File: src/core/ipc_map.svh
// Timing and encoding constants for the pulse port codec
// Assumes a 200 MHz ref_clk (5 ns period)
`ifndef IPC_MAP_SVH
`define IPC_MAP_SVH
`define IPC_CLK_PS 5000
`define IPC_LONG_HALF_NS 150
`define IPC_SHORT_HALF_NS 50
`define IPC_LONG_HALF_CYC ((`IPC_LONG_HALF_NS * 1000) / `IPC_CLK_PS)
`define IPC_SHORT_HALF_CYC ((`IPC_SHORT_HALF_NS * 1000) / `IPC_CLK_PS)
`define IPC_FILT_NS 20
`define IPC_FILT_CYC (((`IPC_FILT_NS * 1000) + `IPC_CLK_PS - 1) / `IPC_CLK_PS)
`define IPC_WNDW_NS 40
`define IPC_WNDW_CYC ((`IPC_WNDW_NS * 1000) / `IPC_CLK_PS)
`define IPC_LONG_MIN_NS 100
`define IPC_LONG_MIN_CYC ((`IPC_LONG_MIN_NS * 1000) / `IPC_CLK_PS)
`define IPC_BLOCK_NS 2000
`define IPC_BLOCK_CYC ((`IPC_BLOCK_NS * 1000) / `IPC_CLK_PS)
`define IPC_SCK_PULSE_CYC 2
`endif

File: src/core/ipc_pkg.sv
// Types shared by the pulse port codec files
// Assumes nothing beyond the map header
`default_nettype none
package ipc_pkg;
    typedef enum logic [2:0] {
        IPC_P_NONE = 3'b000,
        IPC_P_LPOS = 3'b001,
        IPC_P_LNEG = 3'b010,
        IPC_P_SPOS = 3'b011,
        IPC_P_SNEG = 3'b100
    } ipc_pulse_t;
    typedef enum logic [1:0] {
        IPC_LV_ZERO = 2'b00,
        IPC_LV_POS = 2'b01,
        IPC_LV_NEG = 2'b10
    } ipc_level_t;
    typedef enum logic [2:0] {
        IPC_S_SLEEP = 3'b000,
        IPC_S_READY_A = 3'b001,
        IPC_S_READY_B = 3'b010,
        IPC_S_ACT_A = 3'b011,
        IPC_S_ACT_B = 3'b100
    } ipc_state_t;
endpackage
`default_nettype wire

File: src/core/ipc_port_if.sv
// Pulse request and received-pulse carrier for one link port
// Assumes one ref_clk domain
`default_nettype none
interface ipc_port_if;
    import ipc_pkg::*;
    ipc_pulse_t tx_req;
    logic tx_busy;
    logic tx_done;
    ipc_pulse_t rx_pulse;
    modport core (output tx_req, input tx_busy, input tx_done, input rx_pulse);
    modport phy (input tx_req, output tx_busy, output tx_done, output rx_pulse);
endinterface
`default_nettype wire

File: src/core/ipc_codec.sv
// Isolated pulse port codec: SPI to pulse encoder, pulse to SPI decoder and port role control
// Assumes link comparators and SPI pins are asynchronous; wake detection done outside
`default_nettype none
`include "ipc_map.svh"
module ipc_codec
    import ipc_pkg::*;
#(
    parameter int BLOCK_CYC = `IPC_BLOCK_CYC
) (
    input wire logic ref_clk,
    input wire logic rstn,
    input wire logic ce,
    input wire logic chain_mode_select,
    input wire logic port_a_link_select,
    input wire logic wake_a,
    input wire logic wake_b,
    input wire logic spi_csb_n,
    input wire logic spi_sck,
    input wire logic spi_sdi,
    output logic spi_sdo,
    output logic spi_sdo_oe_n,
    input wire logic a_rx_pos,
    input wire logic a_rx_neg,
    input wire logic b_rx_pos,
    input wire logic b_rx_neg,
    output logic a_pulse_pos_pin,
    output logic a_pulse_neg_pin,
    output logic b_pulse_pos_pin,
    output logic b_pulse_neg_pin,
    output logic int_csb_n,
    output logic int_sdi,
    output logic int_sck,
    input wire logic int_read_active,
    input wire logic int_read_bit,
    output logic [1:0] link_state
);
    // ==========================================
    // Synchronisers
    logic [9:0] s1;
    logic [9:0] s2;
    logic [9:0] raw;
    assign raw = {chain_mode_select, port_a_link_select, wake_a, wake_b, spi_csb_n,
                  spi_sck, spi_sdi, a_rx_pos, a_rx_neg, b_rx_pos ^ 1'b0};
    always_ff @(posedge ref_clk) begin
        if (!rstn) begin
            // Reset to idle pin levels, so no false select edge follows reset
            s1 <= 10'h030;
            s2 <= 10'h030;
        end else if (ce) begin
            s1 <= raw;
            s2 <= s1;
        end
    end
    logic bn1;
    logic bn2;
    always_ff @(posedge ref_clk) begin
        if (!rstn) begin
            bn1 <= 1'b0;
            bn2 <= 1'b0;
        end else if (ce) begin
            bn1 <= b_rx_neg;
            bn2 <= bn1;
        end
    end
    logic chain;
    logic iso_a;
    logic wk_a;
    logic wk_b;
    logic csb_s;
    logic sck_s;
    logic sdi_s;
    assign chain = s2[9];
    assign iso_a = s2[8];
    assign wk_a = s2[7];
    assign wk_b = s2[6];
    assign csb_s = s2[5];
    assign sck_s = s2[4];
    assign sdi_s = s2[3];
    // ==========================================
    // Ports
    ipc_port_if pa ();
    ipc_port_if pb ();
    ipc_port_phy u_pa (
        .ref_clk(ref_clk), .rstn(rstn), .ce(ce), .port(pa),
        .rx_pos(s2[2]), .rx_neg(s2[1]),
        .pos_drv(a_pulse_pos_pin), .neg_drv(a_pulse_neg_pin)
    );
    ipc_port_phy u_pb (
        .ref_clk(ref_clk), .rstn(rstn), .ce(ce), .port(pb),
        .rx_pos(s2[0]), .rx_neg(bn2),
        .pos_drv(b_pulse_pos_pin), .neg_drv(b_pulse_neg_pin)
    );
    // ==========================================
    // Role state machine
    ipc_state_t state;
    ipc_state_t next_state;
    logic spi_mode;
    logic reversible;
    assign spi_mode = !iso_a;
    assign reversible = chain && iso_a;
    logic a_slave;
    assign a_slave = state == IPC_S_READY_A || state == IPC_S_ACT_A;
    ipc_pulse_t slv_rx;
    ipc_pulse_t mst_rx;
    assign slv_rx = a_slave ? pa.rx_pulse : pb.rx_pulse;
    assign mst_rx = a_slave ? pb.rx_pulse : pa.rx_pulse;
    logic [31:0] blk_cnt;
    logic blocked;
    assign blocked = blk_cnt != 32'h0;
    logic mst_long_neg;
    assign mst_long_neg = mst_rx == IPC_P_LNEG && !blocked;
    always_comb begin
        next_state = state;
        unique case (state)
            IPC_S_SLEEP: begin
                if (wk_a || wk_b) next_state = IPC_S_READY_A;
            end
            IPC_S_READY_A, IPC_S_READY_B: begin
                if (spi_mode) next_state = csb_s ? IPC_S_READY_A : IPC_S_ACT_A;
                else if (pa.rx_pulse == IPC_P_LNEG) next_state = IPC_S_ACT_A;
                else if (reversible && pb.rx_pulse == IPC_P_LNEG) next_state = IPC_S_ACT_B;
            end
            IPC_S_ACT_A, IPC_S_ACT_B: begin
                if (spi_mode) next_state = csb_s ? IPC_S_READY_A : IPC_S_ACT_A;
                else if (slv_rx == IPC_P_LPOS) next_state = a_slave ? IPC_S_READY_A : IPC_S_READY_B;
                else if (reversible && mst_long_neg)
                    next_state = a_slave ? IPC_S_ACT_B : IPC_S_ACT_A;
            end
            default: next_state = IPC_S_SLEEP;
        endcase
    end
    always_ff @(posedge ref_clk) begin
        if (!rstn) state <= IPC_S_SLEEP;
        else if (ce) state <= next_state;
    end
    assign link_state = state == IPC_S_SLEEP ? 2'h0 : (state == IPC_S_READY_A || state == IPC_S_READY_B) ? 2'h1 : 2'h2;
    // ==========================================
    // Holdoff after own transmission
    always_ff @(posedge ref_clk) begin
        if (!rstn) blk_cnt <= 32'h0;
        else if (ce) begin
            if (pa.tx_busy || pb.tx_busy) blk_cnt <= 32'(BLOCK_CYC);
            else if (blocked) blk_cnt <= blk_cnt - 32'h1;
        end
    end
    // ==========================================
    // Transmit requests
    logic csb_d;
    logic sck_d;
    logic wake_pend;
    logic in_sleep;
    assign in_sleep = state == IPC_S_SLEEP;
    ipc_pulse_t spi_ev;
    assign spi_ev = (csb_s && !csb_d) ? IPC_P_LPOS :
                    (!csb_s && csb_d) ? IPC_P_LNEG :
                    (sck_s && !sck_d && !csb_s) ? (sdi_s ? IPC_P_SPOS : IPC_P_SNEG) : IPC_P_NONE;
    ipc_pulse_t relay;
    // Roles follow the next state, so the pulse that picks a slave leaves on its master
    logic next_a_slave;
    assign next_a_slave = next_state == IPC_S_READY_A || next_state == IPC_S_ACT_A;
    assign relay = (state == IPC_S_ACT_A || state == IPC_S_ACT_B || next_state != state) &&
                   !spi_mode && !in_sleep ? (next_a_slave ? pa.rx_pulse : pb.rx_pulse) : IPC_P_NONE;
    logic reply;
    assign reply = !spi_mode && (slv_rx == IPC_P_SPOS || slv_rx == IPC_P_SNEG) &&
                   int_read_active && !int_read_bit;
    ipc_pulse_t spi_req;
    ipc_pulse_t master_req;
    ipc_pulse_t slave_req;
    // Wake pulse is owed in SPI mode too; host events go first
    assign spi_req = spi_mode ? spi_ev : IPC_P_NONE;
    assign master_req = spi_req != IPC_P_NONE ? spi_req : (wake_pend ? IPC_P_LPOS : relay);
    assign slave_req = reply ? IPC_P_SNEG : IPC_P_NONE;
    logic b_master;
    assign b_master = spi_mode || next_a_slave;
    always_ff @(posedge ref_clk) begin
        if (!rstn) begin
            pa.tx_req <= IPC_P_NONE;
            pb.tx_req <= IPC_P_NONE;
        end else if (ce) begin
            pb.tx_req <= b_master ? master_req : (reversible ? slave_req : IPC_P_NONE);
            pa.tx_req <= spi_mode ? IPC_P_NONE : (b_master ? slave_req : master_req);
        end
    end
    always_ff @(posedge ref_clk) begin
        if (!rstn) begin
            csb_d <= 1'b1;
            sck_d <= 1'b1;
            wake_pend <= 1'b0;
        end else if (ce) begin
            csb_d <= csb_s;
            sck_d <= sck_s;
            if (in_sleep && wk_a && chain) begin
                wake_pend <= 1'b1;
            end else if (pb.tx_busy && wake_pend) begin
                wake_pend <= 1'b0;
            end
        end
    end
    // ==========================================
    // Internal SPI reconstruction
    logic mst_rx_zero;
    assign mst_rx_zero = pb.rx_pulse != IPC_P_SNEG;
    logic [1:0] sck_cnt;
    always_ff @(posedge ref_clk) begin
        if (!rstn) begin
            int_csb_n <= 1'b1;
            int_sdi <= 1'b0;
            int_sck <= 1'b1;
            sck_cnt <= 2'h0;
            spi_sdo <= 1'b1;
        end else if (ce) begin
            int_csb_n <= !(next_state == IPC_S_ACT_A || next_state == IPC_S_ACT_B);
            if (spi_mode && sck_s && !sck_d) begin
                int_sdi <= sdi_s;
                int_sck <= 1'b1;
            end else if (!spi_mode && (slv_rx == IPC_P_SPOS || slv_rx == IPC_P_SNEG)) begin
                int_sdi <= slv_rx == IPC_P_SPOS;
                int_sck <= 1'b0;
                sck_cnt <= 2'(`IPC_SCK_PULSE_CYC);
            end else if (sck_cnt != 2'h0) begin
                sck_cnt <= sck_cnt - 2'h1;
                if (sck_cnt == 2'h1) int_sck <= 1'b1;
            end else if (spi_mode) begin
                int_sck <= sck_s;
            end
            if (spi_mode && !mst_rx_zero) spi_sdo <= 1'b0;
            else if (spi_mode && sck_s && !sck_d) spi_sdo <= 1'b1;
        end
    end
    assign spi_sdo_oe_n = !(spi_mode && !spi_sdo && !csb_s);
    // ==========================================
    // Checks
    property p_sleep_reset;
        @(posedge ref_clk) $fell(rstn) ##1 1'b1 |-> state == IPC_S_SLEEP;
    endproperty
    a_sleep_reset: assert property (p_sleep_reset) else $error("not in sleep after reset");
    property p_slave_no_long;
        @(posedge ref_clk) disable iff (!rstn)
        (!spi_mode && !b_master) |=> pb.tx_req != IPC_P_LPOS && pb.tx_req != IPC_P_SPOS;
    endproperty
    a_slave_no_long: assert property (p_slave_no_long) else $error("slave sent long or plus");
    property p_csb_low_active;
        @(posedge ref_clk) disable iff (!rstn || !ce)
        (state == IPC_S_ACT_A || state == IPC_S_ACT_B) |-> !int_csb_n;
    endproperty
    a_csb_low_active: assert property (p_csb_low_active) else $error("select not low in active");
    property p_spi_csb_fall;
        @(posedge ref_clk) disable iff (!rstn || !ce)
        (spi_mode && $fell(csb_s)) |=> pb.tx_req == IPC_P_LNEG;
    endproperty
    a_spi_csb_fall: assert property (p_spi_csb_fall) else $error("no long minus on select fall");
    property p_block;
        @(posedge ref_clk) disable iff (!rstn)
        (blocked && !spi_mode && (state == IPC_S_ACT_A || state == IPC_S_ACT_B) &&
         slv_rx == IPC_P_NONE) |=> $stable(state);
    endproperty
    a_block: assert property (p_block) else $error("swap inside holdoff");
    c_wake: cover property (@(posedge ref_clk) in_sleep ##1 !in_sleep);
    c_swap: cover property (@(posedge ref_clk) state == IPC_S_ACT_A ##1 state == IPC_S_ACT_B);
    c_reply: cover property (@(posedge ref_clk) reply);
endmodule
`default_nettype wire

File: src/core/ipc_port_phy.sv
// One link port: pulse transmitter and receiver
// Assumes comparator inputs already synchronised
`default_nettype none
`include "ipc_map.svh"
module ipc_port_phy
    import ipc_pkg::*;
(
    input wire logic ref_clk,
    input wire logic rstn,
    input wire logic ce,
    ipc_port_if.phy port,
    input wire logic rx_pos,
    input wire logic rx_neg,
    output logic pos_drv,
    output logic neg_drv
);
    // ==========================================
    // Transmitter
    logic [7:0] tx_cnt;
    logic tx_half;
    logic tx_first_pos;
    logic [7:0] tx_len;
    logic tx_start;
    assign tx_start = !port.tx_busy && port.tx_req != IPC_P_NONE;
    always_ff @(posedge ref_clk) begin
        if (!rstn) begin
            port.tx_busy <= 1'b0;
            port.tx_done <= 1'b0;
            tx_cnt <= 8'h00;
            tx_half <= 1'b0;
            tx_first_pos <= 1'b0;
            tx_len <= 8'h00;
        end else if (ce) begin
            port.tx_done <= 1'b0;
            if (tx_start) begin
                port.tx_busy <= 1'b1;
                tx_half <= 1'b0;
                tx_cnt <= 8'h00;
                tx_first_pos <= port.tx_req == IPC_P_LPOS || port.tx_req == IPC_P_SPOS;
                tx_len <= (port.tx_req == IPC_P_LPOS || port.tx_req == IPC_P_LNEG) ?
                    8'(`IPC_LONG_HALF_CYC) : 8'(`IPC_SHORT_HALF_CYC);
            end else if (port.tx_busy) begin
                if (tx_cnt == tx_len - 8'h01) begin
                    tx_cnt <= 8'h00;
                    tx_half <= 1'b1;
                    if (tx_half) begin
                        port.tx_busy <= 1'b0;
                        port.tx_done <= 1'b1;
                    end
                end else begin
                    tx_cnt <= tx_cnt + 8'h01;
                end
            end
        end
    end
    // Second half opposite to the first, zero when idle
    assign pos_drv = port.tx_busy && (tx_first_pos ^ tx_half);
    assign neg_drv = port.tx_busy && !(tx_first_pos ^ tx_half);
    // ==========================================
    // Receiver
    ipc_level_t lvl;
    ipc_level_t first_lvl;
    logic [7:0] run;
    logic [7:0] first_run;
    logic [7:0] gap;
    logic got_first;
    assign lvl = rx_pos ? IPC_LV_POS : (rx_neg ? IPC_LV_NEG : IPC_LV_ZERO);
    logic hold_ok;
    assign hold_ok = run >= 8'(`IPC_FILT_CYC);
    ipc_level_t prev_lvl;
    ipc_pulse_t next_rx;
    // Half accepted only past the filter; second half must follow inside window
    always_comb begin
        next_rx = IPC_P_NONE;
        if (got_first && lvl != prev_lvl && prev_lvl != IPC_LV_ZERO && prev_lvl != first_lvl &&
            hold_ok) begin
            if (first_run >= 8'(`IPC_LONG_MIN_CYC))
                next_rx = first_lvl == IPC_LV_POS ? IPC_P_LPOS : IPC_P_LNEG;
            else
                next_rx = first_lvl == IPC_LV_POS ? IPC_P_SPOS : IPC_P_SNEG;
        end
    end
    always_ff @(posedge ref_clk) begin
        if (!rstn) begin
            prev_lvl <= IPC_LV_ZERO;
            run <= 8'h00;
            first_lvl <= IPC_LV_ZERO;
            first_run <= 8'h00;
            got_first <= 1'b0;
            gap <= 8'h00;
            port.rx_pulse <= IPC_P_NONE;
        end else if (ce) begin
            port.rx_pulse <= next_rx;
            prev_lvl <= lvl;
            if (lvl != prev_lvl) begin
                run <= 8'h01;
                gap <= 8'h00;
                if (next_rx != IPC_P_NONE) begin
                    got_first <= 1'b0;
                end else if (prev_lvl != IPC_LV_ZERO && hold_ok) begin
                    got_first <= 1'b1;
                    first_lvl <= prev_lvl;
                    first_run <= run;
                end
            end else begin
                if (run != 8'hff) run <= run + 8'h01;
                if (lvl == IPC_LV_ZERO && got_first) begin
                    gap <= gap + 8'h01;
                    if (gap >= 8'(`IPC_WNDW_CYC)) got_first <= 1'b0;
                end
                if (got_first && lvl != IPC_LV_ZERO && lvl == first_lvl) got_first <= 1'b0;
            end
        end
    end
    // ==========================================
    // Checks
    property p_tx_len;
        @(posedge ref_clk) disable iff (!rstn || !ce)
        $rose(port.tx_busy) |-> port.tx_busy [*8];
    endproperty
    a_tx_len: assert property (p_tx_len) else $error("pulse too short");
    property p_idle_zero;
        @(posedge ref_clk) disable iff (!rstn)
        !port.tx_busy |-> !pos_drv && !neg_drv;
    endproperty
    a_idle_zero: assert property (p_idle_zero) else $error("line driven when idle");
    property p_exclusive;
        @(posedge ref_clk) disable iff (!rstn)
        !(pos_drv && neg_drv);
    endproperty
    a_exclusive: assert property (p_exclusive) else $error("both drivers on");
endmodule
`default_nettype wire

File: config.mk
export PLATFORM = sky130hd
export DESIGN_NAME = ipc_codec
export DESIGN_NICKNAME = d
export VERILOG_FILES = /design/src/core/ipc_pkg.sv /design/src/core/ipc_port_if.sv /design/src/core/ipc_codec.sv /design/src/core/ipc_port_phy.sv
export VERILOG_INCLUDE_DIRS = /design/src /design/src/core
export SDC_FILE = /design/constraint.sdc
export NUM_CORES = 1
export LEC_CHECK = 0
export BUFFER_PORTS_ARGS = -buffer_cell sky130_fd_sc_hd__buf_2
export CAP_MARGIN = 10
export CORE_MARGIN = 3
export CORE_UTILIZATION = 42
export CTS_BUF_LIST = sky130_fd_sc_hd__clkbuf_4 sky130_fd_sc_hd__clkbuf_8
export CTS_CLUSTER_SIZE = 12
export DETAILED_ROUTE_END_ITERATION = 6
export PLACE_DENSITY = 0.57
export SYNTH_ARGS = -nofsm -noshare
export SYNTH_HDL_FRONTEND = slang
export SYNTH_SLANG_ARGS = --single-unit
File: constraint.sdc
create_clock -name ref_clk -period 2.77 [get_ports ref_clk]
set_input_delay 0.1385 -clock ref_clk [delete_from_list [all_inputs] [get_ports ref_clk]]
set_output_delay 0.1385 -clock ref_clk [all_outputs]
set_load 0.1 [all_outputs]
After elaboration in Yosys (flattened, before gate mapping)
Cells that the tools add are included.
- logic and storage cells: 322
- register bits after elaboration: 174
- input port bits: 16
- equal/unequal tests: 38
- reduce and logical (&&, ||, !) cells: 125
- bitwise logic cells: 5
- $lt $le $gt $ge: 6
- mux-type cells: 98
- add/sub/neg operators: 10
- operators by type and width (operator ; number):
    $mux W8 ; 14
    $mux W3 ; 30
    $mux W32 ; 2
    $add A8 B1 Y8 const B ; 6
    $logic_and A1 B1 Y1 ; 43
    $mux W1 ; 37
    $reduce_bool A2 Y1 ; 18
    $eq A3 B2 Y1 const B ; 11
    $reduce_bool A32 Y1 ; 1
    $sub A32 B1 Y32 const B ; 1
    $reduce_bool A3 Y1 ; 9
    $mux W2 ; 12
    $reduce_and A2 Y1 ; 12
    $eq A8 B8 Y1 ; 2
    $ge A8 B3 Y1 const B ; 2
    $ge A8 B4 Y1 const B ; 2
    $ge A8 B5 Y1 const B ; 2
    $ne A8 B8 Y1 const B ; 2
    $reduce_and A4 Y1 ; 4
    $sub A8 B1 Y8 const B ; 2
    $eq A3 B1 Y1 const B ; 5
    $logic_not A1 Y1 ; 15
    $logic_or A1 B1 Y1 ; 14
    $reduce_and A3 Y1 ; 4
    16 further kinds ; 32

Depth between registers and ports, before layout
- depth after elaboration: 19
- gate-level depth with buffers: 10
- gate-level depth less buffers: 8

Modules after synthesis
A second synthesis with hierarchy kept.
- cell total of the unflattened synthesis: 1009
- area, all modules: 8464.4 µm²
- modules (own cells, without submodules) (module ; times used ; area an instance (µm²) ; cells an instance):
    ipc_port_phy ; 2 ; 2406.1 ; 285
    ipc_codec ; 1 ; 3652.3 ; 439

Worst setup path after synthesis
Ideal clock, no wire load.
- path kind: register -> register
- from: register state[2]
- to: register pb.tx_req[1]
- data arrival time: 2.953 ns
- cell stages (with the launch flop): 7
- setup slack: -0.299 ns
- required time: 2.654 ns
- library setup time: 0.116 ns
- cell sequence: dfxtp_1 > clkbuf_1 > a21oi_1 > a221oi_2 > mux2i_1 > o21ai_0 > a41o_1
- cells in the longest elaborated chain, start to end: 18
- elaborated cells on any way between the ends: 39
- ends and longest elaborated chain (item ; RTL line ; RTL):
    start, declared ; ipc_codec.sv:95 ; ipc_state_t state;
    start signal, assigned ; ipc_codec.sv:134 ; else if (ce) state <= next_state;
    $eq A3 B1 Y1 / $eq A3 B2 Y1 (equally long branches) ; ipc_codec.sv:102, ipc_codec.sv:114, ipc_codec.sv:161 ;
    $logic_or A1 B1 Y1 ; ipc_codec.sv:102 ; assign a_slave = state == IPC_S_READY_A || state == IPC_S_ACT_A;
    $mux W3 ; ipc_codec.sv:106 ; assign mst_rx = a_slave ? pb.rx_pulse : pa.rx_pulse;
    $eq A3 B2 Y1 ; ipc_codec.sv:111 ; assign mst_long_neg = mst_rx == IPC_P_LNEG && !blocked;
    $logic_and A1 B1 Y1 ; ipc_codec.sv:111 ;
    $logic_and A1 B1 Y1 ; ipc_codec.sv:126 ; else if (reversible && mst_long_neg)
    $mux W3 ; ipc_codec.sv:126 ;
    $mux W3 ; ipc_codec.sv:125 ; else if (slv_rx == IPC_P_LPOS) next_state = a_slave ? IPC_S_READY_A : IPC_S_READY_B;
    $mux W3 ; ipc_codec.sv:124 ; if (spi_mode) next_state = csb_s ? IPC_S_READY_A : IPC_S_ACT_A;
    $pmux W3 S3 ; ipc_codec.sv:114 ; unique case (state)
    $ne A3 B3 Y1 ; ipc_codec.sv:161 ; assign relay = (state == IPC_S_ACT_A || state == IPC_S_ACT_B || next_state != state) &&
    $logic_or A1 B1 Y1 ; ipc_codec.sv:161 ;
    $logic_and A1 B1 Y1 ; ipc_codec.sv:161 ;
    $logic_and A1 B1 Y1 ; ipc_codec.sv:162 ; !spi_mode && !in_sleep ? (next_a_slave ? pa.rx_pulse : pb.rx_pulse) : IPC_P_NONE;
    $mux W3 ; ipc_codec.sv:162 ;
    $mux W3 (2 in series) ; ipc_codec.sv:171 ; assign master_req = spi_req != IPC_P_NONE ? spi_req : (wake_pend ? IPC_P_LPOS : relay);
    $mux W3 * ; ipc_codec.sv:180 ; pb.tx_req <= b_master ? master_req : (reversible ? slave_req : IPC_P_NONE);
    end, declared ; ipc_port_if.sv:6 ; ipc_pulse_t tx_req;
Every way passes the cells marked *; elsewhere a longest branch is shown, timed or not.
A chain may end at the register's enable or synchronous reset.

Worst setup path in the final report
- from: register blk_cnt[16]
- to: register blk_cnt[7]
- cells in the longest elaborated chain, start to end: 3
- ends and longest elaborated chain (item ; RTL line ; RTL):
    start, declared ; ipc_codec.sv:107 ; logic [31:0] blk_cnt;
    start signal, assigned ; ipc_codec.sv:142 ; if (pa.tx_busy || pb.tx_busy) blk_cnt <= 32'(BLOCK_CYC);
    start signal, assigned ; ipc_codec.sv:143 ; else if (blocked) blk_cnt <= blk_cnt - 32'h1;
    $reduce_bool A32 Y1 ; ipc_codec.sv:109 ; assign blocked = blk_cnt != 32'h0;
    $reduce_bool A2 Y1 (no source line) ; - ;
    $reduce_and A2 Y1 (no source line) ; - ;
No other way between the ends.

==> impl_metrics.sql <==
INSERT INTO impl_metrics (metric_group, metric, value, unit) VALUES
('grt', 'gr-total-overflow', '0', ''),
('power_and_ir_drop', 'switching_share', '38.59', '%'),
('timing', 'tightestPinTransition', '779.1', 'ps'),
('setup_path', 'cp-start-kind', 'flip-flop', ''),
('layout', 'multi_input_area', '4755', 'µm²'),
('layout', 'register_area', '3163', 'µm²'),
('placed_design', 'port-buffer-count', '26', ''),
('run_status', 'status', 'completed', ''),
('run', 'max_cap_violations', '0', ''),
('timing', 'max_slew_margin', '47.66', '%'),
('logic_synthesis', 'avgSynthCellArea', '8.457', 'µm²'),
('detailed_routing', 'routed_wirelength', '18.58', 'mm'),
('clock_tree', 'worst_skew_pair.late_latency', '460', 'ps'),
('grt', 'grt_antenna_before_repair', '0', ''),
('detailed_routing', 'routed_wire_length_per_instance', '14.50', 'µm'),
('placed_design', 'globalplace.congestion', '0.8576', ''),
('timing', 'fin_setup_tns', '0', 'ps'),
('detailed_routing', 'via_per_inst', '5.421', ''),
('setup_path', 'worst_setup_path_end_kind', 'flip-flop', ''),
('setup_path', 'crit_path_max_fanout', '9', ''),
('layout', 'fill_cells', '1903', ''),
('clock_tree', 'clock_tree.htree_level_count', '4', ''),
('setup_path', 'critPathRequiredTime', '3080', 'ps'),
('logic_synthesis', 'yosys.cell_types.count', '81', ''),
('timing', 'fmax', '417.7', 'MHz'),
('clock_tree', 'tritoncts', 'done', ''),
('layout', 'antenna_cells', '0', ''),
('floorplan', 'die_area', '21390', 'µm²'),
('placed_design', 'dp.final_hpwl', '12.89', 'mm'),
('floorplan', 'io_pins', '27', ''),
('clock_tree', 'clk_pin_slew', '80', 'ps'),
('power_and_ir_drop', 'power.static_leakage', '3.575', 'nW'),
('logic_synthesis', 'yosys_most_used_dff', 'sky130_fd_sc_hd__dfxtp_1', ''),
('detailed_routing', 'firstDrtPassIters', '5', ''),
('timing', 'fin_crit_sh', '86.44', '%'),
('timing', 'finalHoldViolCount', '0', ''),
('power_and_ir_drop', 'pwr-share-seq', '40.9', '%'),
('floorplan', 'core', '19020', 'µm²'),
('floorplan', 'die-height', '146.3', 'µm'),
('grt', 'gr-usage-all-layers', '17.57', '%'),
('logic_synthesis', 'post_synth_design_cell_area', '8263', 'µm²'),
('power_and_ir_drop', 'finalPower', '6.857', 'mW'),
('timing', 'timing.final.max_slew_violations', '0', ''),
('min_path', 'hold_class', 'in2reg', ''),
('layout', 'nets', '1047', ''),
('timing', 'clock-skew-final', '15.22', 'ps'),
('setup_path', 'cp-endpoint', 'blk_cnt[7]', ''),
('clock_tree', 'postCtsSetupBuffers', '0', ''),
('logic_synthesis', 'syn_nets', '1015', ''),
('layout', 'post_route_cells_drive_above_1_share', '11.94', '%'),
('clock_tree', 'cts.sink_count', '158', ''),
('logic_synthesis', 'async_reset_ff_share', '0', '%'),
('logic_synthesis', 'ys_ff_latch', '158', ''),
('floorplan', 'initial_core_util', '43.45', '%'),
('detailed_routing', 'final_antenna_net_count', '0', ''),
('detailed_routing', 'first_iter_violations', '339', ''),
('detailed_routing', 'via_count', '6950', ''),
('power_and_ir_drop', 'power.share.clock', '23.2', '%'),
('clock_tree', 'cts_inserted_buffers', '17', ''),
('clock_tree', 'cts.repair.resized', '0', ''),
('setup_path', 'crit_path_start', 'blk_cnt[16]', ''),
('floorplan', 'die_width', '146.3', 'µm'),
('power_and_ir_drop', 'ir_worst_vdd', '0.0003620', 'V'),
('setup_path', 'regToRegSetupSlack', '380', 'ps'),
('timing', 'finalSetupViolCount', '0', ''),
('logic_synthesis', 'yosys_warnings', '0', ''),
('detailed_routing', 'drc', '0', ''),
('setup_path', 'ff2ff_path_depth', '7', ''),
('timing', 'finalWorstPathRequiredPeriod', '2394', 'ps'),
('floorplan', 'rows', '50', ''),
('power_and_ir_drop', 'power_switching', '2.646', 'mW');
layer usage:
layer	vias to the layer above	part of all wire [%]	global-route usage (%)
met2	135	47	28.39
met5	-	0	0
met1	3216	48	23.69
met3	20	3.8	3.818
met4	0	1.5	5.174
li1	3579	-	-
power groups by stage:
| stage | combinational [mW] | clock (mW) | sequential (mW) |
|---|---|---|---|
| detailed placement | 2.45 | 0 | 2.85 |
| floorplan | 1.87 | 0 | 2.79 |
| finish | 2.46 | 1.59 | 2.81 |
| global route | 2.76 | 1.75 | 2.85 |
| CTS | 2.48 | 1.64 | 2.80 |
| global placement | 2.44 | 0 | 2.85 |
sequential cells by signal, indices dropped and copies added, names as in the netlist, 3 cells and up:
register	count
u_pa.tx_cnt	8
s2	10
u_pb.gap	8
pb.tx_req	3
state	3
blk_cnt	32
u_pb.tx_cnt	8
u_pa.port.rx_pulse	3
u_pa.gap	8
s1	10
pa.tx_req	3
u_pb.first_run	6
u_pb.port.rx_pulse	3
u_pa.run	8
u_pa.first_run	6
u_pb.run	8
worst min path at each step:
stage / depth (start not counted) / to / slack (ps) / start
after floorplan: 2 / s1[4] / 270 / spi_sck
after global placement: 3 / s1[4] / 360 / spi_sck
after detailed placement: 3 / s1[4] / 360 / spi_sck
after CTS: 2 / csb_d / 60 / rstn
after global routing: 2 / csb_d / 60 / rstn
final: 2 / csb_d / 70 / rstn
cell usage after synthesis, types with 7 or more instances:
library cell	number	area, µm²
sky130_fd_sc_hd__dfxtp_1	158	3163
sky130_fd_sc_hd__nor2_1	129	484.2
sky130_fd_sc_hd__a21oi_1	69	345.3
sky130_fd_sc_hd__nand2_1	62	232.7
sky130_fd_sc_hd__mux2i_1	51	510.5
sky130_fd_sc_hd__o21ai_0	43	215.2
sky130_fd_sc_hd__clkbuf_1	38	142.6
sky130_fd_sc_hd__inv_1	36	135.1
sky130_fd_sc_hd__xor2_1	33	289.0
sky130_fd_sc_hd__xnor2_1	27	236.5
sky130_fd_sc_hd__nand3_1	25	125.1
sky130_fd_sc_hd__nand4_1	25	156.4
sky130_fd_sc_hd__nor3_1	24	120.1
sky130_fd_sc_hd__ha_1	22	275.3
sky130_fd_sc_hd__or3_1	17	106.4
sky130_fd_sc_hd__and3_1	14	87.58
sky130_fd_sc_hd__nand2b_1	14	87.58
sky130_fd_sc_hd__or4_1	12	90.09
sky130_fd_sc_hd__o31ai_1	10	75.07
sky130_fd_sc_hd__a211oi_1	9	67.56
sky130_fd_sc_hd__nor4_1	9	56.30
sky130_fd_sc_hd__buf_2	8	40.04
sky130_fd_sc_hd__and2_1	7	43.79
sky130_fd_sc_hd__nor2b_1	7	43.79
sky130_fd_sc_hd__o211ai_1	7	52.55
critical path, cell delays in order (launching register included):
cell	delay [ps]
sky130_fd_sc_hd__dfxtp_1	370
sky130_fd_sc_hd__or4_1	690
sky130_fd_sc_hd__nor3_2	310
sky130_fd_sc_hd__nand4_2	300
sky130_fd_sc_hd__buf_4	260
sky130_fd_sc_hd__nand4_1	100
sky130_fd_sc_hd__xor2_1	150
sky130_fd_sc_hd__a21oi_1	80
cells in the final DEF, fill, tap and decap left out, types with 5 or more instances in the layout:
master                          netlist  final
sky130_fd_sc_hd__a211oi_1             9      9
sky130_fd_sc_hd__a21o_1               6      6
sky130_fd_sc_hd__a21oi_1             69     68
sky130_fd_sc_hd__a22oi_1              5      5
sky130_fd_sc_hd__and2_1               7      7
sky130_fd_sc_hd__and3_1              14     14
sky130_fd_sc_hd__buf_2                8     25
sky130_fd_sc_hd__buf_4                1     27
sky130_fd_sc_hd__clkbuf_8             0     18
sky130_fd_sc_hd__dfxtp_1            158    158
sky130_fd_sc_hd__dlygate4sd3_1        0     11
sky130_fd_sc_hd__ha_1                22     22
sky130_fd_sc_hd__inv_1               36     36
sky130_fd_sc_hd__mux2i_1             51     51
sky130_fd_sc_hd__nand2_1             62     62
sky130_fd_sc_hd__nand2b_1            14     14
sky130_fd_sc_hd__nand3_1             25     25
sky130_fd_sc_hd__nand4_1             25     25
sky130_fd_sc_hd__nand4b_1             5      5
sky130_fd_sc_hd__nor2_1             129    129
sky130_fd_sc_hd__nor2b_1              7      7
sky130_fd_sc_hd__nor3_1              24     24
sky130_fd_sc_hd__nor3b_1              6      6
sky130_fd_sc_hd__nor4_1               9      9
sky130_fd_sc_hd__o211a_1              5      5
sky130_fd_sc_hd__o211ai_1             7      7
sky130_fd_sc_hd__o21ai_0             43     43
sky130_fd_sc_hd__o31ai_1             10     10
sky130_fd_sc_hd__o41ai_1              5      5
sky130_fd_sc_hd__or3_1               17     17
sky130_fd_sc_hd__or4_1               12     12
sky130_fd_sc_hd__xnor2_1             27     27
sky130_fd_sc_hd__xor2_1              33     33
cell families (layout without fill, tap and decap cells):
logic type | count (synthesis) | after routing | synth area share (%)
flip-flops | 158 | 158 | 38.28
AO/OA/AOI/OAI | 203 | 203 | 16.29
AND/OR/NAND/NOR | 393 | 393 | 25.20
multiplexers | 52 | 52 | 6.314
XOR/XNOR | 60 | 60 | 6.360
adder cells (fa/ha/maj) | 22 | 22 | 3.331
buffers and inverters | 89 | 134 | 4.225
cell type report:
type | instances | share of cell area, %
clock buffers | 19 | 2.773
clock inverters | 13 | 1.155
inverters | 38 | 1.550
multi-input cells | 730 | 51.65
flip-flops and latches | 158 | 34.36
well taps | 260 | 3.534
repair buffers | 64 | 4.975
metrics by stage:
step                utilization [%]  cell area, µm²  instances  setup WS (ps)  hold slack [ps]
finish                        48.40            9205       1282          375.7            74.82
global route                  48.40            9205       1282          176.8            64.57
CTS                           48.40            9205       1282          354.4            63.02
detailed placement            45.92            8733       1239          370.2            364.6
global placement              45.92            8733       1239          392.3            361.7
floorplan                         -            8267        977          250.8            266.9
No activity file was read; power rests on OpenSTA's default activity.
